--- src/hybrid_ctrl_pkg.sv ---
// Constants for the telephone hybrid control block
`default_nettype none
package hybrid_ctrl_pkg;
   // -----------------------------------------------------------------
   // Timing
   // -----------------------------------------------------------------
   localparam int CLK_HZ          = 200_000_000;
   localparam int DEBOUNCE_US     = 10;
   localparam int DEBOUNCE_CYC    = DEBOUNCE_US * (CLK_HZ / 1_000_000);
   localparam int STEP_MS         = 5;
   localparam int STEP_CYC        = STEP_MS * (CLK_HZ / 1_000);
   localparam int FLASH_MS        = 250;
   localparam int FLASH_CYC       = FLASH_MS * (CLK_HZ / 1_000);
   localparam int ECHO_MS         = 28;
   localparam int SAMPLE_HZ       = 8_000;
   localparam int ECHO_TAPS       = ECHO_MS * SAMPLE_HZ / 1_000;
   // -----------------------------------------------------------------
   // Levels as signed dB codes below full scale, gain amounts as unsigned dB
   // -----------------------------------------------------------------
   localparam logic signed [7:0] LED_ON_DB       = -8'sd14;
   localparam logic signed [7:0] LED_OFF_DB      = -8'sd17;
   localparam logic signed [7:0] LOW_LEVEL_DB    = -8'sd24;
   localparam logic [5:0]        LEVEL_LOW_MAX   = 6'd12;
   localparam logic [5:0]        LEVEL_HIGH_MAX  = 6'd24;
   localparam logic signed [7:0] HYST_DB         = 8'sd8;
   localparam logic [5:0]        NOISE_RED_DB    = 6'd12;
   // -----------------------------------------------------------------
   // Ring counts, levelling modes and boot states
   // -----------------------------------------------------------------
   localparam logic [2:0] RING_MIN = 3'd1;
   localparam logic [2:0] RING_MAX = 3'd5;
   typedef enum logic [1:0] {
      LVL_OFF  = 2'b00,
      LVL_LOW  = 2'b01,
      LVL_HIGH = 2'b10
   } level_mode_t;
   typedef enum logic [1:0] {
      ST_TEST = 2'b00,
      ST_LINK = 2'b01,
      ST_RUN  = 2'b10,
      ST_FAIL = 2'b11
   } boot_state_t;
endpackage
`default_nettype wire

--- src/hybrid_divert_level_ctrl.sv ---
// Divert latch, power-up checks and level control of the hybrid
// -------------------------------------------------------------------
// What this block does
// RULE1 - Unpowered or undiverted, relay rests so line goes to handset.
// RULE2 - Divert latch toggles on switch edge, also on remote divert edge.
// RULE3 - Divert holds until power loss, another switch operation or an enabled clear.
// RULE4 - Line-voltage break or hang-up tone clears latch when enabled.
// RULE5 - Switch lamp and remote lamp follow the divert latch.
// RULE6 - Input mute asserted while the handset holds the line.
// RULE7 - With auto-answer link, ring detector sets latch after preset rings.
// RULE8 - Power-up self test; status LED flashes on any failure.
// RULE9 - After power-up, links read and mode and levels set from them.
// RULE10 - Divert and two/four wire mode driven out, line side event inputs debounced.
// RULE11 - Transmit LED on above -14dB, off only below -17dB.
// RULE12 - Transmit gain reduced below -24dB, then level set before codec.
// RULE13 - Receive LED on above -14dB; receive gain reduced below -24dB.
// RULE14 - Receive output disabled off line, after overload limiting.
// RULE15 - Levelling with dominant send reduces receive gain further.
// RULE16 - Levelling modes off, low up to 12dB, high up to 24dB.
// RULE17 - Levelling moves 1dB per 5ms, 8dB band with no processing.
// RULE18 - Adaption stops during double-talk and at low signal level.
// RULE19 - Coefficients held unchanged while no signal is present.
// RULE20 - Cancellation window spans 28ms of echo.
// RULE21 - Links may select half duplex instead of full duplex.
// RULE22 - Send path order: overload limit, high-pass, then cancellation.
// RULE23 - Debounced input accepted after holding level for fixed samples.
// -------------------------------------------------------------------
`default_nettype none
module hybrid_divert_level_ctrl (
   // Clock and reset
   input  wire logic        clk,
   input  wire logic        rst,
   // Line side events, asynchronous
   input  wire logic        divert_switch,
   input  wire logic        remote_divert,
   input  wire logic        line_break,
   input  wire logic        hangup_tone,
   input  wire logic        ring_burst,
   input  wire logic        handset_off_hook,
   // Configuration links, asynchronous
   input  wire logic        clear_enable,
   input  wire logic        auto_answer_link,
   input  wire logic [2:0]  ring_count_preset,
   input  wire logic [1:0]  level_mode_link,
   input  wire logic        half_duplex_link,
   input  wire logic        four_wire_link,
   input  wire logic        cancel_enable_link,
   input  wire logic [1:0]  tx_level_link,
   input  wire logic [1:0]  rx_level_link,
   // Self test results, same clock
   input  wire logic        test_done,
   input  wire logic        test_fail,
   // Signal levels and flags from the sample path, same clock
   input  wire logic signed [7:0] tx_level_db,
   input  wire logic signed [7:0] rx_level_db,
   input  wire logic        tx_overload,
   input  wire logic        rx_overload,
   input  wire logic        double_talk,
   // Transmit sample stream in
   input  wire logic [15:0] tx_in_data,
   input  wire logic        tx_in_valid,
   output logic             tx_in_ready,
   // Transmit sample stream to codec send port
   output logic [15:0]      tx_out_data,
   output logic             tx_out_valid,
   input  wire logic        tx_out_ready,
   // Relay, lamps and mode outputs
   output logic             divert_relay,
   output logic             switch_lamp,
   output logic             remote_lamp,
   output logic             input_mute,
   output logic             four_wire_mode,
   output logic             half_duplex,
   output logic             status_led,
   output logic             tx_led,
   output logic             rx_led,
   output logic             rx_output_enable,
   // Gain and cancellation controls
   output logic [5:0]       tx_gain_cut,
   output logic [5:0]       rx_gain_cut,
   output logic [1:0]       tx_level_set,
   output logic [1:0]       rx_level_set,
   output logic             tx_limit,
   output logic             rx_limit,
   output logic             highpass_enable,
   output logic             cancel_enable,
   output logic             adapt_enable,
   output logic             coeff_hold,
   output logic [7:0]       echo_taps
);

   // ----------------------------------------------------------------
   // Input synchronisers
   // ----------------------------------------------------------------
   localparam int NSYNC = 20;
   logic [NSYNC-1:0] sync1;
   logic [NSYNC-1:0] sync2;
   wire  [NSYNC-1:0] async_in = {divert_switch, remote_divert, line_break,
                      hangup_tone, ring_burst, handset_off_hook,
                      clear_enable, auto_answer_link, ring_count_preset,
                      level_mode_link, half_duplex_link, four_wire_link,
                      cancel_enable_link, tx_level_link, rx_level_link};
   always_ff @(posedge clk or posedge rst) begin
      if (rst) begin
         sync1 <= '0;
         sync2 <= '0;
      end else begin
         sync1 <= async_in;
         sync2 <= sync1;
      end
   end

   // ----------------------------------------------------------------
   // Debounce of control inputs
   // ----------------------------------------------------------------
   localparam int NDB = 6;
   logic [NDB-1:0] db;
   logic [NDB-1:0] db_prev;
   logic [11:0]    db_cnt [NDB];
   wire  [NDB-1:0] db_raw = sync2[NSYNC-1 -: NDB];
   always_ff @(posedge clk or posedge rst) begin
      if (rst) begin
         db      <= '0;
         db_prev <= '0;
         for (int i = 0; i < NDB; i++) begin
            db_cnt[i] <= '0;
         end
      end else begin
         db_prev <= db;
         for (int i = 0; i < NDB; i++) begin
            if (db_raw[i] == db[i]) begin
               db_cnt[i] <= '0;
            end else if (db_cnt[i] ==
                         12'(hybrid_ctrl_pkg::DEBOUNCE_CYC - 1)) begin
               db[i]     <= db_raw[i];                         // [RULE23]
               db_cnt[i] <= '0;
            end else begin
               db_cnt[i] <= db_cnt[i] + 12'h001;
            end
         end
      end
   end                                                         // [RULE10]

   wire sw_edge   = db[5] & ~db_prev[5];
   wire rem_edge  = db[4] & ~db_prev[4];
   wire brk_rise  = db[3] & ~db_prev[3];
   wire tone_rise = db[2] & ~db_prev[2];
   wire ring_rise = db[1] & ~db_prev[1];
   wire off_hook  = db[0];

   // ----------------------------------------------------------------
   // Power-up sequencing and link capture
   // ----------------------------------------------------------------
   hybrid_ctrl_pkg::boot_state_t state;
   logic        lk_clear;
   logic        lk_auto;
   logic [2:0]  lk_rings;
   logic [1:0]  lk_level;
   logic        lk_half;
   logic        lk_four;
   logic        lk_cancel;
   wire         running = (state == hybrid_ctrl_pkg::ST_RUN);
   always_ff @(posedge clk or posedge rst) begin
      if (rst) begin
         state <= hybrid_ctrl_pkg::ST_TEST;
      end else begin
         unique case (state)
            hybrid_ctrl_pkg::ST_TEST: begin
               if (test_done) begin
                  state <= test_fail ? hybrid_ctrl_pkg::ST_FAIL
                                     : hybrid_ctrl_pkg::ST_LINK; // [RULE8]
               end
            end
            hybrid_ctrl_pkg::ST_LINK: state <= hybrid_ctrl_pkg::ST_RUN;
            hybrid_ctrl_pkg::ST_RUN:  state <= hybrid_ctrl_pkg::ST_RUN;
            hybrid_ctrl_pkg::ST_FAIL: state <= hybrid_ctrl_pkg::ST_FAIL;
         endcase
      end
   end
   always_ff @(posedge clk or posedge rst) begin
      if (rst) begin
         lk_clear     <= 1'b0;
         lk_auto      <= 1'b0;
         lk_rings     <= hybrid_ctrl_pkg::RING_MIN;
         lk_level     <= hybrid_ctrl_pkg::LVL_OFF;
         lk_half      <= 1'b0;
         lk_four      <= 1'b0;
         lk_cancel    <= 1'b0;
         tx_level_set <= 2'h0;
         rx_level_set <= 2'h0;
      end else if (state == hybrid_ctrl_pkg::ST_LINK) begin
         lk_clear     <= sync2[13];                            // [RULE9]
         lk_auto      <= sync2[12];
         if (sync2[11:9] < hybrid_ctrl_pkg::RING_MIN) begin
            lk_rings <= hybrid_ctrl_pkg::RING_MIN;
         end else if (sync2[11:9] > hybrid_ctrl_pkg::RING_MAX) begin
            lk_rings <= hybrid_ctrl_pkg::RING_MAX;
         end else begin
            lk_rings <= sync2[11:9];
         end
         lk_level     <= sync2[8:7];
         lk_half      <= sync2[6];                             // [RULE21]
         lk_four      <= sync2[5];
         lk_cancel    <= sync2[4];
         tx_level_set <= sync2[3:2];                           // [RULE12]
         rx_level_set <= sync2[1:0];
      end
   end
   // Status LED flashes after a failed self test
   logic [25:0] flash_cnt;
   always_ff @(posedge clk or posedge rst) begin
      if (rst) begin
         flash_cnt  <= '0;
         status_led <= 1'b0;
      end else if (state == hybrid_ctrl_pkg::ST_FAIL) begin
         if (flash_cnt == 26'(hybrid_ctrl_pkg::FLASH_CYC - 1)) begin
            flash_cnt  <= '0;
            status_led <= ~status_led;                         // [RULE8]
         end else begin
            flash_cnt <= flash_cnt + 26'h0000001;
         end
      end else begin
         status_led <= running;
      end
   end

   // ----------------------------------------------------------------
   // Divert latch and ring counter
   // ----------------------------------------------------------------
   logic       diverted;
   logic [2:0] rings;
   wire        ring_set  = lk_auto && ring_rise && !diverted &&
                           (rings + 3'h1 >= lk_rings);         // [RULE7]
   wire        clear_req = lk_clear && (brk_rise || tone_rise); // [RULE4]
   always_ff @(posedge clk or posedge rst) begin
      if (rst) begin
         diverted <= 1'b0;                                     // [RULE1]
      end else if (running) begin
         if (sw_edge || rem_edge) begin
            diverted <= ~diverted;                          // [RULE2] [RULE3]
         end else if (clear_req) begin
            diverted <= 1'b0;
         end else if (ring_set) begin
            diverted <= 1'b1;
         end
      end
   end
   always_ff @(posedge clk or posedge rst) begin
      if (rst) begin
         rings <= '0;
      end else if (diverted || !lk_auto) begin
         rings <= '0;
      end else if (ring_rise) begin
         rings <= rings + 3'h1;
      end
   end
   always_ff @(posedge clk or posedge rst) begin
      if (rst) begin
         divert_relay   <= 1'b0;
         switch_lamp    <= 1'b0;
         remote_lamp    <= 1'b0;
         input_mute     <= 1'b1;
         four_wire_mode <= 1'b0;
         half_duplex    <= 1'b0;
      end else begin
         divert_relay   <= diverted;                           // [RULE10]
         switch_lamp    <= diverted;                           // [RULE5]
         remote_lamp    <= diverted;
         input_mute     <= !diverted || off_hook;              // [RULE6]
         four_wire_mode <= lk_four;
         half_duplex    <= lk_half;
      end
   end

   // ----------------------------------------------------------------
   // Meters, gain reduction and limiting
   // ----------------------------------------------------------------
   always_ff @(posedge clk or posedge rst) begin
      if (rst) begin
         tx_led <= 1'b0;
         rx_led <= 1'b0;
      end else begin
         if (tx_level_db > hybrid_ctrl_pkg::LED_ON_DB) begin
            tx_led <= 1'b1;                                    // [RULE11]
         end else if (tx_level_db < hybrid_ctrl_pkg::LED_OFF_DB) begin
            tx_led <= 1'b0;
         end
         if (rx_level_db > hybrid_ctrl_pkg::LED_ON_DB) begin
            rx_led <= 1'b1;                                    // [RULE13]
         end else if (rx_level_db < hybrid_ctrl_pkg::LED_OFF_DB) begin
            rx_led <= 1'b0;
         end
      end
   end

   wire tx_low = tx_level_db < hybrid_ctrl_pkg::LOW_LEVEL_DB;
   wire rx_low = rx_level_db < hybrid_ctrl_pkg::LOW_LEVEL_DB;
   // Duplex levelling, stepping 1dB each 5ms
   logic [5:0]        lvl_gain;
   logic [19:0]       step_cnt;
   wire  [5:0]        lvl_max  = (lk_level == hybrid_ctrl_pkg::LVL_HIGH)
                     ? hybrid_ctrl_pkg::LEVEL_HIGH_MAX
                     : (lk_level == hybrid_ctrl_pkg::LVL_LOW)
                       ? hybrid_ctrl_pkg::LEVEL_LOW_MAX : 6'h00; // [RULE16]
   wire signed [8:0]  lvl_diff = 9'(tx_level_db) - 9'(rx_level_db);
   wire               send_dom =
                      lvl_diff > 9'(hybrid_ctrl_pkg::HYST_DB);   // [RULE17]
   wire               rx_dom   = lvl_diff < -9'(hybrid_ctrl_pkg::HYST_DB);
   always_ff @(posedge clk or posedge rst) begin
      if (rst) begin
         step_cnt <= '0;
         lvl_gain <= '0;
      end else if (step_cnt == 20'(hybrid_ctrl_pkg::STEP_CYC - 1)) begin
         step_cnt <= '0;
         if (lvl_gain > lvl_max) begin
            lvl_gain <= lvl_max;
         end else if (send_dom && lvl_gain < lvl_max) begin
            lvl_gain <= lvl_gain + 6'h01;                      // [RULE17]
         end else if (rx_dom && lvl_gain != 6'h00) begin
            lvl_gain <= lvl_gain - 6'h01;
         end
      end else begin
         step_cnt <= step_cnt + 20'h00001;
      end
   end
   always_ff @(posedge clk or posedge rst) begin
      if (rst) begin
         tx_gain_cut      <= '0;
         rx_gain_cut      <= '0;
         tx_limit         <= 1'b0;
         rx_limit         <= 1'b0;
         rx_output_enable <= 1'b0;
      end else begin
         tx_limit         <= tx_overload;                      // [RULE22]
         rx_limit         <= rx_overload;                      // [RULE14]
         rx_output_enable <= running && diverted;              // [RULE14]
         tx_gain_cut <= tx_low ? hybrid_ctrl_pkg::NOISE_RED_DB
                               : 6'h00;                        // [RULE12]
         rx_gain_cut <= (rx_low ? hybrid_ctrl_pkg::NOISE_RED_DB
                                : 6'h00)                       // [RULE13]
                        + (send_dom ? lvl_gain : 6'h00);       // [RULE15]
      end
   end

   // ----------------------------------------------------------------
   // Cancellation control
   // ----------------------------------------------------------------
   always_ff @(posedge clk or posedge rst) begin
      if (rst) begin
         highpass_enable <= 1'b0;
         cancel_enable   <= 1'b0;
         adapt_enable    <= 1'b0;
         coeff_hold      <= 1'b1;
         echo_taps       <= '0;
      end else begin
         highpass_enable <= running;                           // [RULE22]
         cancel_enable   <= running && lk_cancel;
         adapt_enable    <= running && lk_cancel && !double_talk
                            && !tx_low && !rx_low;             // [RULE18]
         coeff_hold      <= tx_low && rx_low;                  // [RULE19]
         echo_taps       <= 8'(hybrid_ctrl_pkg::ECHO_TAPS);    // [RULE20]
      end
   end

   // ----------------------------------------------------------------
   // Two-entry transmit buffer towards codec send port
   // ----------------------------------------------------------------
   logic [15:0] buf_mem [2];
   logic        wr_ptr;
   logic        rd_ptr;
   logic [1:0]  count;
   wire         push = tx_in_valid && tx_in_ready;
   wire         pop  = tx_out_valid && tx_out_ready;
   assign tx_in_ready  = (count != 2'h2);
   assign tx_out_valid = (count != 2'h0);
   assign tx_out_data  = buf_mem[rd_ptr];
   always_ff @(posedge clk or posedge rst) begin
      if (rst) begin
         buf_mem[0] <= '0;
         buf_mem[1] <= '0;
         wr_ptr     <= 1'b0;
         rd_ptr     <= 1'b0;
         count      <= '0;
      end else begin
         if (push) begin
            buf_mem[wr_ptr] <= tx_in_data;
            wr_ptr          <= ~wr_ptr;
         end
         if (pop) begin
            rd_ptr <= ~rd_ptr;
         end
         count <= count + {1'b0, push} - {1'b0, pop};
      end
   end

endmodule
`default_nettype wire

--- config.mk ---
export PLATFORM = sky130hd
export DESIGN_NAME = hybrid_divert_level_ctrl
export DESIGN_NICKNAME = d
export VERILOG_FILES = /design/src/hybrid_ctrl_pkg.sv /design/src/hybrid_divert_level_ctrl.sv
export SDC_FILE = /design/constraint.sdc
export NUM_CORES = 1
export LEC_CHECK = 0
export ABC_AREA = 1
export BUFFER_PORTS_ARGS = -buffer_cell sky130_fd_sc_hd__buf_4
export CAP_MARGIN = 20
export CELL_PAD_IN_SITES_DETAIL_PLACEMENT = 1
export CELL_PAD_IN_SITES_GLOBAL_PLACEMENT = 2
export CORE_MARGIN = 2
export CORE_UTILIZATION = 35
export CTS_BUF_LIST = sky130_fd_sc_hd__clkbuf_4
export DETAILED_ROUTE_END_ITERATION = 6
export PLACE_DENSITY = 0.8
export RECOVER_POWER = 25
export SLEW_MARGIN = 10
export SYNTH_ARGS = -nofsm -noshare
export SYNTH_HDL_FRONTEND = slang
export SYNTH_SLANG_ARGS = --single-unit
--- constraint.sdc ---
create_clock -name clk -period 6.5 [get_ports clk]
set_input_delay 0 -clock clk [delete_from_list [all_inputs] [get_ports clk]]
set_output_delay 0 -clock clk [all_outputs]
set_load 0.005 [all_outputs]
Word level (Yosys, flattened, before mapping) --
Index checks and enable logic that the tools add are counted.
Storage, ports and cells: bits in registers 257, latch bits 0, RAM bits 0, memory bits (read-only) 0, input port bits 61, logic and storage cells 212, memories kept 0
Cells by class: add/sub/neg operators 15, $mul 0, divide/modulo/power cells 0, order comparisons 16, equality and inequality tests 22, shift operators 0, multiplexer cells 44, bitwise gates (word level) 22, reductions and logical operators 41
Operator list (count):
- $mux W12 | 12
- $add A12 B1 Y12 const B | 6
- $eq A12 B11 Y1 const B | 6
- $mux W16 | 4
- $bwmux W32 | 1
- $lt A8 B6 Y1 const B | 4
- $add A26 B1 Y26 const B | 1
- $eq A26 B26 Y1 const B | 1
- $mux W26 | 1
- $mux W6 | 4
- $add A20 B1 Y20 const B | 1
- $eq A20 B20 Y1 const B | 1
- $mux W20 | 1
- $demux W16 S1 | 1
- $gt A8 B5 Y1 const B | 2
- $reduce_and A2 Y1 | 8
- $logic_and A1 B1 Y1 | 15
- $not A1 Y1 | 15
- $mux W3 | 4
- $mux W4 | 3
- $gt A9 B5 Y1 const B | 1
- $lt A9 B4 Y1 const B | 1
- $mux W1 | 9
- $sub A8 B8 Y9 | 1
- other kinds (30) | 57

Longest topological paths before layout --
Gate-level depths: netlist (run 1).
depth after elaboration 8, gate-level depth with buffers 22, gate-level depth less buffers 22

Worst setup path after synthesis (run 1) --
OpenSTA, ideal clock, no wires.
path kind register to register, start register lk_level[0], end register lvl_gain[4], data arrival time 2605 ps, required time 6424 ps, slack 3819 ps, stages on the path, launching flop included 14, clock period less this slack 2681 ps, cell sequence dfrtp_1 inv_1 ha_1 ha_1 a21oi_1 o21ai_0 inv_1 nand3_4 inv_1 fa_1 o221ai_1 xor2_1 a21oi_1 o21ai_1
On the way: longest elaborated chain between the ends 7, elaborated cells on any way between the ends 11, classes of those cells 2 x order compare; 2 x eq/ne; 4 x mux; 3 x reduce/logical
Ends and longest elaborated chain:
- start, declared | RTL line hybrid_divert_level_ctrl.sv:158 | logic [1:0] lk_level;
- start signal, assigned | RTL line hybrid_divert_level_ctrl.sv:185 | lk_level <= hybrid_ctrl_pkg::LVL_OFF;
- start signal, assigned | RTL line hybrid_divert_level_ctrl.sv:201 | lk_level <= sync2[8:7];
- $eq A2 B1 Y1 | RTL line hybrid_divert_level_ctrl.sv:303 | : (lk_level == hybrid_ctrl_pkg::LVL_LOW)
- $mux W4 | RTL line hybrid_divert_level_ctrl.sv:304 | ? hybrid_ctrl_pkg::LEVEL_LOW_MAX : 6'h00;
- $mux W5 (*) | RTL line hybrid_divert_level_ctrl.sv:302 | ? hybrid_ctrl_pkg::LEVEL_HIGH_MAX
- $lt A6 B5 Y1 | RTL line hybrid_divert_level_ctrl.sv:317 | end else if (send_dom && lvl_gain < lvl_max) begin
- $logic_and A1 B1 Y1 | RTL line hybrid_divert_level_ctrl.sv:317
- $reduce_bool A3 Y1 (no source line) or $mux W6 (tied branches)
- $reduce_and A2 Y1 (no source line) or $mux W6 (tied branches)
- end signal, assigned | RTL line hybrid_divert_level_ctrl.sv:316 | lvl_gain <= lvl_max;
- end signal, assigned | RTL line hybrid_divert_level_ctrl.sv:318 | lvl_gain <= lvl_gain + 6'h01;
- end signal, assigned | RTL line hybrid_divert_level_ctrl.sv:320 | lvl_gain <= lvl_gain - 6'h01;
- end, declared | RTL line hybrid_divert_level_ctrl.sv:299 | logic [5:0] lvl_gain;
Every way passes the cells marked *; elsewhere a longest branch is shown, timed or not. A chain may end at the register's enable or synchronous reset.

Worst setup path after layout (run 1) --
start register lk_level[0], end register lvl_gain[5]
The elaborated chain is that of the path after synthesis.

==> flow_metrics.tcl, run 1 <==
set metrics [dict create \
    status "complete, no violations" \
    fin_nets 1670 \
    syn_area_per_cell_um2 9.210 \
    slew_headroom 0.02605 \
    drt_iter0_drc 309 \
    crit_arrival_ns 3.59 \
    critPathKind "flip-flop to flip-flop" \
    yosys_warnings 0 \
    clockRootBuffer "clkbuf_4" \
    routed_wl_mm 29.10 \
    portBuffers 109 \
    gp_congestion 0.7628 \
    grt_antenna_before_repair 1 \
    synth_flop_cell "dfrtp_1" \
    crit_chain "inv_1, ha_1, ha_1, a21oi_1, o21ai_0, inv_1, nand3_4, ha_1, nand3_1, nand3_1, nand2_1, nand2_1, a21oi_1, inv_1, nand3_1, nand2_1, o21ai_1" \
    synth-async-reset-ratio 1.000 \
    die-area_mm2 0.03562 \
    power.share.clock 0.350 \
    finalHoldViolations 0 \
    p_leak_nw 7.362 \
    switchingPower_mw 1.175 \
    tightest_slew_ns 1.453 \
    finalSetupTns_ns 0 \
    fin_skew_ns 0.06598 \
    drt-pass1-iter-count 4 \
    clk_latency_ns 0.75 \
    cp-start-kind "flip-flop" \
    rsz0062_at_grt "no" \
    coreArea_mm2 0.03353 \
    yosys_register_bits 253 \
    row_count 67 \
    syn-instance-count 1297 \
    sequentialPowerShare 0.460 \
    io_pins 119 \
    drv_slew 0 \
    antenna_left 0 \
    cts_tree "done" \
    max_freq_ghz 0.3391 \
    final_layout_size_suffix_gt1_frac 0.1718 \
    fin_crit_ns 2.949 \
    fp.dieH_um 188.7 \
    final_cell_mix "250 x dfrtp_1, 209 x nand2_1, 196 x inv_1, 159 x nor2_1, 144 x clkbuf_4" \
    crit_path_end_kind "flip-flop" \
    numCtsBuffers 73 \
    min_path_type "input port to flip-flop" \
    synth_cell_types 60 \
    initial_utilization 0.3562 \
    syn_area_mm2 0.01195 \
    cts.clk_slew.worst_paths_ns 0.06 \
    finalSetupViolCount 0 \
    worstPathRequired_ns 7.14 \
    synth_edf_count 0 \
    cpPeakStageDelay_ns 0.36 \
    ir_worst_vdd_mv 0.2754 \
    clock_path_buffers 3 \
    final_core_util 0.4496 \
    die_w_um 188.7 \
    combPwrFrac 0.191 \
    vias 9509 \
    synthToLayoutAreaGrowth_pct 26.22 \
    grt_pass1_wl_mm 51.41 \
    remaining_drc_errors 0 \
    fillers 3927 \
    grt_max_degree 68 \
    grt-ovfl-total 0 \
    swShare 0.2939 \
    cts.sinks 253 \
    p_int_mw 2.823 \
    crit_fanout 9 \
    via_per_inst 4.596 \
    h-tree-depth 3 \
    finalCritPeriodShare 0.4538 \
    grt_pass1_vias 10760 \
    cellPowerDensity_mw_per_mm2 265.2 \
    dp_hpwl_mm 19.22 \
    max-cap-violations 0 \
    grt_util_all_layers 0.1753 \
    slowest_stage "o21ai_0" \
    layout_commonest_cell "dfrtp_1" \
    avgRoutedWirePerCell_um 14.06 \
    ys_seq_area_frac 0.5303 \
]
==> sequential cells by signal, summed over array words and instances, names as in the netlist, 3 cells and up <==
signal,flops
db_cnt,72
rings,3
lvl_gain,6
flash_cnt,26
db,6
rx_gain_cut,6
sync1,20
lk_rings,3
sync2,20
step_cnt,20
buf_mem,32
db_prev,5
==> cell type report <==
cell class              count  area (um^2)  area share
well taps                 448        560.5     0.03718
clock buffers              97        728.2     0.04830
repair buffers            217         1847      0.1225
clock inverters            27        122.6    0.008133
inverters                 201        755.7     0.05012
diodes                      3        7.507   0.0004979
flip-flops and latches    253         6335      0.4202
multi-input cells         823         4721      0.3131
==> what timing repair did <==
action                                  in CTS  in global routing
setup buffers                                0                  0
endpoints found under the setup margin       0                  0
hold buffers                               101                  1
endpoints found under the hold margin       96                  1
resized for setup                            0                  0
==> cells in the mapped netlist (5+ instances only) <==
cell | count | share of area
dfrtp_1 | 250 | 0.52
nand2_1 | 209 | 0.066
inv_1 | 197 | 0.062
nor2_1 | 159 | 0.050
a21oi_1 | 52 | 0.022
nand3_1 | 52 | 0.022
o21ai_0 | 48 | 0.020
xor2_1 | 45 | 0.033
nor3_1 | 44 | 0.018
ha_1 | 37 | 0.039
nand4_1 | 24 | 0.013
mux2_2 | 22 | 0.021
buf_4 | 14 | 0.0088
nor3b_1 | 14 | 0.0088
nor4_1 | 12 | 0.0063
clkbuf_1 | 11 | 0.0035
xnor2_1 | 11 | 0.0081
and3_1 | 8 | 0.0042
nand2_2 | 7 | 0.0037
o21a_1 | 7 | 0.0044
o21ai_1 | 6 | 0.0025
nand3_2 | 5 | 0.0042
nor2_2 | 5 | 0.0026
==> worst paths after layout <==
| kind | endpoint | slack (ns) | cells past startpoint | start |
|---|---|---|---|---|
| worst max-delay path | lvl_gain[5] | 3.55 | 17 | lk_level[0] |
| worst min-delay path | rx_gain_cut[2] | 0.06 | 4 | rx_level_db[4] |
| worst max register to register | lvl_gain[5] | 3.55 | 17 | lk_level[0] |
| worst min register to register | sync2[14] | 0.35 | 0 | sync1[14] |
| max in group asynchronous | step_cnt[17] | 3.74 | 6 | rst |
| min in group asynchronous | sync1[4] | 0.72 | 4 | rst |
==> per-layer routing <==
layer / GRT usage / wire [um] / vias to the layer above
met3: 0.04451 / 1114 / 51
li1: - / - / 4712
met2: 0.2947 / 14180 / 139
met4: 0.05709 / 556 / 0
met1: 0.2207 / 13240 / 4607
met5: 0 / 0 / -
==> critical path: cells and delay by family, from the launching register on <==
kind	cells	cell delay, ns
and+or+nand+nor	7	0.68
adders and majority gates	3	0.92
buffers and inverters	3	0.27
AOI/OAI and AO/OA	4	0.71
DFF	1	0.35
==> power groups by stage <==
stage	clock network [mW]	logic (mW)	registers, mW
floorplan	0	0.408	1.82
global placement	0	0.624	1.86
detailed placement	0	0.640	1.86
CTS	1.47	0.749	1.84
global route	1.56	0.863	1.86
finish	1.40	0.763	1.84
==> per-stage QoR <==
step / hold WS [ns] / instance area, um^2 / power (mW) / instances / setup slack, ns
5_1_grt: 0.01704 / 15070 / 4.280 / 2067 / 3.265
2_1_floorplan: 0.03143 / 11980 / 2.227 / 1305 / 3.173
3_5_place_dp: 0.1108 / 13240 / 2.505 / 1840 / 3.510
3_3_place_gp: 0.1098 / 13240 / 2.480 / 1840 / 3.660
6_report: 0.06421 / 15080 / 3.998 / 2069 / 3.551
4_1_cts: 0.00009914 / 15100 / 4.050 / 2065 / 3.522
==> cell families after synthesis <==
group,share of synthesized area
AO/OA/AOI/OAI,0.06515
XOR/XNOR,0.04106
adder cells (fa/ha/maj),0.04378
flip-flops,0.5303
AND/OR/NAND/NOR,0.2201
buffers and inverters,0.07657
other,0.0006287
multiplexers,0.02242
Note: power is estimated with default switching activity, not from simulation.
==> run 2: changes to the inputs <==
--- a/config.mk
+++ b/config.mk
@@ -5,16 +5,16 @@
 export SDC_FILE = /design/constraint.sdc
 export NUM_CORES = 1
 export LEC_CHECK = 0
-export ABC_AREA = 1
+export ABC_AREA = 0
 export BUFFER_PORTS_ARGS = -buffer_cell sky130_fd_sc_hd__buf_4
 export CAP_MARGIN = 20
 export CELL_PAD_IN_SITES_DETAIL_PLACEMENT = 1
 export CELL_PAD_IN_SITES_GLOBAL_PLACEMENT = 2
 export CORE_MARGIN = 2
-export CORE_UTILIZATION = 35
+export CORE_UTILIZATION = 41
 export CTS_BUF_LIST = sky130_fd_sc_hd__clkbuf_4
 export DETAILED_ROUTE_END_ITERATION = 6
-export PLACE_DENSITY = 0.8
+export PLACE_DENSITY = 0.84
 export RECOVER_POWER = 25
 export SLEW_MARGIN = 10
 export SYNTH_ARGS = -nofsm -noshare
==> constraint.sdc (replaced) <==
create_clock -name clk -period 3 [get_ports clk]
set_input_delay 0 -clock clk [delete_from_list [all_inputs] [get_ports clk]]
set_output_delay 0 -clock clk [all_outputs]
set_load 0.005 [all_outputs]
==> run 2 against run 1 <==
Wire length fell by 8.9%. Fmax rose by 2.7%. Cell count fell by 18%. Sequential share of layout area rose by 2.0 points. Clock skew rose by 0.0015 ns. Count of clock-buffer cells in the layout rose by 1. Sequential power rose by 120%. Critical path depth fell by 3. Global-route usage rose by 1.5 points. First-iteration DRC count rose by 3.9%. Combinational power rose by 100%. Register-to-register slack got worse by 3.4 ns. Critical endpoint is now lvl_gain[3]. Largest power group unchanged.
==> flow_metrics.tcl, run 2 <==
set metrics [dict create \
    crit_fanout 4 \
    gp_congestion 0.8164 \
    switchingPower_mw 2.374 \
    synth_edf_count 0 \
    combPwrFrac 0.179 \
    yosys_register_bits 253 \
    grt_antenna_before_repair 2 \
    dp_hpwl_mm 16.56 \
    clk_latency_ns 0.70 \
    final_layout_size_suffix_gt1_frac 0.2415 \
    die_w_um 170.5 \
    vias 8480 \
    drt-pass1-iter-count 4 \
    power.share.clock 0.360 \
    slew_headroom 0.04423 \
    fillers 2947 \
    worstPathRequired_ns 3.60 \
    top_regs "db_cnt: 72 flops, buf_mem: 32 flops, flash_cnt: 26 flops" \
    synth_common_cells "250 x dfrtp_1, 95 x nor2_1, 63 x nand2_1" \
    cts_tree "done" \
    synthToLayoutAreaGrowth_pct 26.71 \
    synth_flop_cell "dfrtp_1" \
    fin_skew_ns 0.06750 \
    crit_path_start "lk_level[0]" \
    io_pins 119 \
    p_leak_nw 6.647 \
    status "complete, no violations" \
    sequentialPowerShare 0.461 \
    r2r_slack_ns 0.13 \
    clockRootBuffer "clkbuf_4" \
    cp-start-kind "flip-flop" \
    finalCritPeriodShare 0.9570 \
    crit_arrival_ns 3.47 \
    synth_top_area_frac 0.5507 \
    finalSetupViolCount 0 \
    portBuffers 109 \
    grt-ovfl-total 0 \
    critPathKind "flip-flop to flip-flop" \
    swShare 0.2756 \
    fin_nets 1382 \
    layout_commonest_cell "dfrtp_1" \
    via_per_inst 5.003 \
    worstReg2RegStart "lk_level[0]" \
    worstSetupEndpoint "lvl_gain[3]" \
    final_cell_mix "250 x dfrtp_1, 134 x clkbuf_4, 96 x buf_4, 95 x nor2_1, 76 x dlygate4sd3_1" \
    cellPowerDensity_mw_per_mm2 598.5 \
    drt_iter0_drc 321 \
    syn-instance-count 1015 \
    place_ws_ns -0.2649 \
    finalHoldViolations 0 \
    p_int_mw 6.241 \
    grt_max_degree 124 \
    yosysMostFrequentCell "dfrtp_1" \
    grt_pass1_vias 9284 \
    tightest_slew_ns 1.434 \
    routed_wl_mm 26.52 \
    fin_ws_ns 0.1289 \
    coreArea_mm2 0.02710 \
    synth_cell_types 61 \
    crit_path_end_kind "flip-flop" \
    initial_utilization 0.4192 \
    fp.dieH_um 170.5 \
    ir_worst_vdd_mv 0.4714 \
    numCtsBuffers 72 \
    rr_worst_depth 14 \
    min_path_type "input port to flip-flop" \
    crit_chain "inv_1, ha_4, ha_1, nor2b_1, o21a_1, nor3_2, nand2_2, ha_1, a21o_1, a21oi_2, buf_4, xnor2_1, o221ai_1, mux2i_1" \
    clock_path_buffers 3 \
    die-area_mm2 0.02906 \
    drv_slew 0 \
    avgRoutedWirePerCell_um 15.65 \
    slowest_stage "dfrtp_1" \
    syn_area_per_cell_um2 11.19 \
    cts.sinks 253 \
    remaining_drc_errors 0 \
    antenna_left 0 \
    ys_seq_area_frac 0.5576 \
    row_count 60 \
    yosys_warnings 0 \
    crit_top_cell "ha_1" \
    max-cap-violations 0 \
    synthTopCellsByArea "dfrtp_1 55%, mux2_2 5.8%, ha_1 4.1%" \
    r2r-end "lvl_gain[3]" \
    synth-async-reset-ratio 1.000 \
    fin_crit_ns 2.871 \
    largest_register_ffs 72 \
    synth_top_cell_by_area "dfrtp_1" \
    holdWs_ns 0.08234 \
    h-tree-depth 3 \
    top_register "db_cnt" \
    grt_pass1_wl_mm 44.66 \
    syn_area_mm2 0.01136 \
    max_freq_ghz 0.3483 \
    cts.clk_slew.worst_paths_ns 0.07 \
    grt_util_all_layers 0.1902 \
    cpPeakStageDelay_ns 0.38 \
]
==> run 2: changes by cell type after synthesis, moves of 14 or more <==
cell,previous run,this run
nand2_1,209,63
inv_1,197,57
nor2_1,159,95
xnor2_1,11,52
mux2_2,22,59
nor3_1,44,7
or3_1,1,26
nor3b_1,14,0
==> run 2: cell type report <==
cell class | instances | area [um^2] | share of cell area
Multi-Input combinational cell | 681 | 4721 | 0.3279
Clock inverter | 16 | 118.9 | 0.008257
Sequential cell | 253 | 6335 | 0.4401
Inverter | 57 | 215.2 | 0.01495
Antenna cell | 2 | 5.005 | 0.0003477
Timing Repair Buffer | 216 | 1799 | 0.1250
Clock buffer | 98 | 735.7 | 0.05111
Tap cell | 372 | 465.4 | 0.03233
==> run 2: power by group through the flow <==
stage	clock network (mW)	logic (mW)	registers, mW
finish	3.10	1.54	3.97
global route	3.43	1.66	4.01
CTS	3.22	1.53	3.95
detailed placement	0	1.43	4.00
global placement	0	1.39	3.98
floorplan	0	0.896	3.91
==> run 2: kinds of logic after synthesis <==
logic type               Yosys count  synth area share
buffers and inverters             89           0.03414
AO/OA/AOI/OAI                    135           0.07445
adder cells (fa/ha/maj)           40           0.04604
flip-flops                       253            0.5576
other                              2         0.0006610
AND/OR/NAND/NOR                  330            0.1452
multiplexers                      68           0.06641
XOR/XNOR                          98           0.07555
==> run 2: metal layers <==
| metal | track usage | vias to the layer above | wire length, um |
|---|---|---|---|
| li1 | - | 4051 | - |
| met1 | 0.2331 | 4236 | 11550 |
| met2 | 0.3268 | 134 | 13410 |
| met3 | 0.03860 | 59 | 811 |
| met4 | 0.08101 | 0 | 747 |
| met5 | 0 | - | 0 |
==> run 2: worst min path at each step <==
stage	endpoint	slack, ns	cells past startpoint	start
2_1_floorplan	rx_limit	0.03	0	rx_overload
3_3_place_gp	tx_limit	0.04	2	rst
3_5_place_dp	tx_limit	0.04	2	rst
4_1_cts	rx_gain_cut[2]	0.002	5	rx_level_db[6]
5_1_grt	buf_mem[10]	0.03	3	tx_in_data[10]
6_report	buf_mem[19]	0.08	3	tx_in_data[3]
==> run 2: repair_timing <==
action                                  CTS  global route
setup buffers                             0             2
gates resized for setup                   1             6
hold endpoints to repair                318             0
hold buffers                             76             0
pin swaps                                 0             6
endpoints found under the setup margin    1             2
==> run 2: metrics by stage <==
| step | TNS, ns | total power [mW] | area (um^2) | cells | utilization |
|---|---|---|---|---|---|
| floorplan | -81.80 | 4.805 | 11400 | 1023 | - |
| global placement | -0.09356 | 5.372 | 12750 | 1501 | 0.4705 |
| detailed placement | -0.5968 | 5.429 | 12750 | 1501 | 0.4705 |
| CTS | 0 | 8.689 | 14370 | 1691 | 0.5303 |
| global route | -0.001519 | 9.098 | 14400 | 1695 | 0.5312 |
| finish | 0 | 8.615 | 14400 | 1695 | 0.5312 |
==> run 2: critical path, delay by kind of cell (launching register included) <==
kind | cells | cell delay [ns]
AO/OA/AOI/OAI | 4 | 0.63
adder cells (fa/ha/maj) | 3 | 0.81
multiplexers | 1 | 0.14
buffers and inverters | 2 | 0.25
AND/OR/NAND/NOR | 3 | 0.48
flip-flops | 1 | 0.38
XOR/XNOR | 1 | 0.12
==> run 3: changes to the inputs <==
--- a/config.mk
+++ b/config.mk
@@ -10,11 +10,11 @@
 export CAP_MARGIN = 20
 export CELL_PAD_IN_SITES_DETAIL_PLACEMENT = 1
 export CELL_PAD_IN_SITES_GLOBAL_PLACEMENT = 2
-export CORE_MARGIN = 2
-export CORE_UTILIZATION = 41
+export CORE_MARGIN = 1.5
+export CORE_UTILIZATION = 44
 export CTS_BUF_LIST = sky130_fd_sc_hd__clkbuf_4
 export DETAILED_ROUTE_END_ITERATION = 6
-export PLACE_DENSITY = 0.84
+export PLACE_DENSITY = 0.89
 export RECOVER_POWER = 25
 export SLEW_MARGIN = 10
 export SYNTH_ARGS = -nofsm -noshare
==> constraint.sdc (replaced) <==
create_clock -name clk -period 3.55 [get_ports clk]
set_input_delay 0 -clock clk [delete_from_list [all_inputs] [get_ports clk]]
set_output_delay 0 -clock clk [all_outputs]
set_load 0.005 [all_outputs]
==> run 3 against run 2 <==
The flow now finishes with violations (capacitance limit, slew limit). Count of clock-buffer cells in the layout rose by 11. Clock power shrank 12%. Non-clock buffer count fell by 13. Register-to-register slack improved by 0.25 ns. First-iteration DRC count is 19% higher. Largest power group unchanged.
==> flow_metrics.tcl, run 3 (same netlist as run 2, synthesis figures left out) <==
set metrics [dict create \
    status "finished with violations" \
    violations "capacitance limit, slew limit" \
    avgRoutedWirePerCell_um 17.32 \
    crit_path_end_kind "flip-flop" \
    final_cell_mix "250 x dfrtp_1, 132 x clkbuf_4, 98 x buf_4, 95 x nor2_1, 78 x dlygate4sd3_1" \
    slew_headroom -0.3010 \
    crit_arrival_ns 3.82 \
    cpPeakStageDelay_ns 0.54 \
    worst-path-buf-inv 2 \
    fin_ws_ns 0.2945 \
    top_layer "met4" \
    grt_pass1_wl_mm 47.13 \
    grt_pass1_vias 9473 \
    finalSetupTns_ns 0 \
    finalHoldViolations 0 \
    antenna_left 0 \
    largest_register_ffs 72 \
    crit_top_cell "a21oi_1" \
    clk_latency_ns 0.70 \
    initial_utilization 0.4499 \
    cp_top_family "compound AO/OA/AOI/OAI gates" \
    worstPathRequired_ns 4.11 \
    p_leak_nw 6.643 \
    r2r-end "lvl_gain[5]" \
    numCtsBuffers 71 \
    dpl_cell_area_mm2 0.01261 \
    hold_path_end "sync1[12]" \
    fin_nets 1368 \
    remaining_drc_errors 0 \
    finalSetupViolCount 0 \
    clockRootBuffer "clkbuf_4" \
    fillers 2679 \
    clock_path_buffers 3 \
    top_register "db_cnt" \
    tightest_slew_ns 1.952 \
    via_per_inst 5.158 \
    portBuffers 109 \
    instances_no_fill 1651 \
    hold_depth 2 \
    routed_wl_mm 28.59 \
    slowest_stage "dlygate4sd3_1" \
    drv_slew 45 \
    ir_worst_vdd_mv 0.3410 \
    cellPowerDensity_mw_per_mm2 517.1 \
    min_path_type "input port to flip-flop" \
    hold_start "auto_answer_link" \
    die-area_mm2 0.02679 \
    fp.dieH_um 163.7 \
    layout_commonest_cell "dfrtp_1" \
    synthToLayoutAreaGrowth_pct 25.85 \
    final_layout_size_suffix_gt1_frac 0.2381 \
    rr_worst_depth 14 \
    drt-pass1-iter-count 4 \
    met3_length_um 892 \
    route.met2.wl_mm 15.12 \
    drt_iter0_drc 383 \
    cts_tree "done" \
    grt_antenna_before_repair 2 \
    cts.sinks 253 \
    fin_skew_ns 0.04753 \
    final_core_util 0.5661 \
    crit_fanout 7 \
    cp-start-kind "input port" \
    grt-ovfl-total 0 \
    rsz0062_at_grt "no" \
    max_freq_ghz 0.3072 \
    finalCritPeriodShare 0.9170 \
    r2r_slack_ns 0.38 \
    final_area_mm2 0.01430 \
    vias 8516 \
    top_regs "db_cnt: 72 flops, buf_mem: 32 flops, flash_cnt: 26 flops" \
    grt_util_all_layers 0.2220 \
    gp_congestion 0.7813 \
    coreArea_mm2 0.02525 \
    cts.clk_slew.worst_paths_ns 0.06 \
    fin_crit_ns 3.255 \
    crit_chain "dlygate4sd3_1, buf_4, ha_1, or2_1, o311ai_1, a21oi_1, xnor2_1, a311oi_4, nand2_2, ha_1, a21o_1, a21oi_1, o21bai_1, a21oi_1, a32oi_1, o31ai_1" \
    h-tree-depth 3 \
    dp_hpwl_mm 17.34 \
    worstReg2RegStart "lk_level[0]" \
    place_ws_ns -0.02664 \
    max-cap-violations 1 \
    row_count 58 \
    grt_max_degree 86 \
    die_w_um 163.7 \
    drt-met1-wl_mm 11.86 \
    placed_cells_incl_taps 1444 \
    critPathKind "input port to flip-flop" \
    io_pins 119 \
]
-- run 3: worst register-to-register path: cells and delay by family, from the launching register on --
family | cells | cell delay (ns)
AO/OA/AOI/OAI | 7 | 1.10
flip-flops | 1 | 0.36
adder cells (fa/ha/maj) | 3 | 0.99
buffers and inverters | 1 | 0.06
AND/OR/NAND/NOR | 3 | 0.56
-- run 3: worst max path at each step --
stage | from | endpoint | slack (ns) | cells after the start
final | tx_level_db[3] | lvl_gain[5] | 0.29 | 16
after global routing | tx_level_db[3] | lvl_gain[5] | 0.05 | 16
after CTS | tx_level_db[3] | lvl_gain[5] | 0.31 | 16
after detailed placement | tx_level_db[0] | lvl_gain[5] | -0.03 | 17
after global placement | tx_level_db[0] | lvl_gain[5] | 0.17 | 17
after floorplan | rst | adapt_enable | 0.22 | 1
-- run 3: where the power goes --
part	total, mW	internal (mW)	switching [mW]
Clock	2.72	1.41	1.31
Sequential	3.36	3.16	0.200
Combinational	1.31	0.761	0.553
-- run 3: cell type report --
class                      count  area (um^2)  share of cell area
multi-input combinational    681         4671              0.3267
timing repair buffer         203         1747              0.1222
clock inverter                16        93.84            0.006563
antenna                        2        5.005           0.0003500
sequential                   253         6335              0.4431
clock buffer                 109        818.3             0.05723
inverter                      57        215.2             0.01505
tap                          330        412.9             0.02888
-- run 3: timing repair --
action,in CTS,in global routing
hold buffers,78,0
gates resized for setup,0,1
setup buffers,0,2
setup endpoints to repair,0,1
endpoints found under the hold margin,318,0
-- run 3: metrics by stage --
step | total power [mW] | hold slack (ns)
floorplan | 4.061 | 0.03143
global placement | 4.539 | 0.07369
detailed placement | 4.600 | 0.06650
CTS | 7.407 | 0.004293
global route | 7.779 | 0.009618
finish | 7.394 | 0.05658
-- run 3: per-layer routing --
metal	track usage	vias up
li1	-	4015
met1	0.2615	4293
met2	0.3966	150
met3	0.04241	58
met4	0.08843	0
met5	0	-
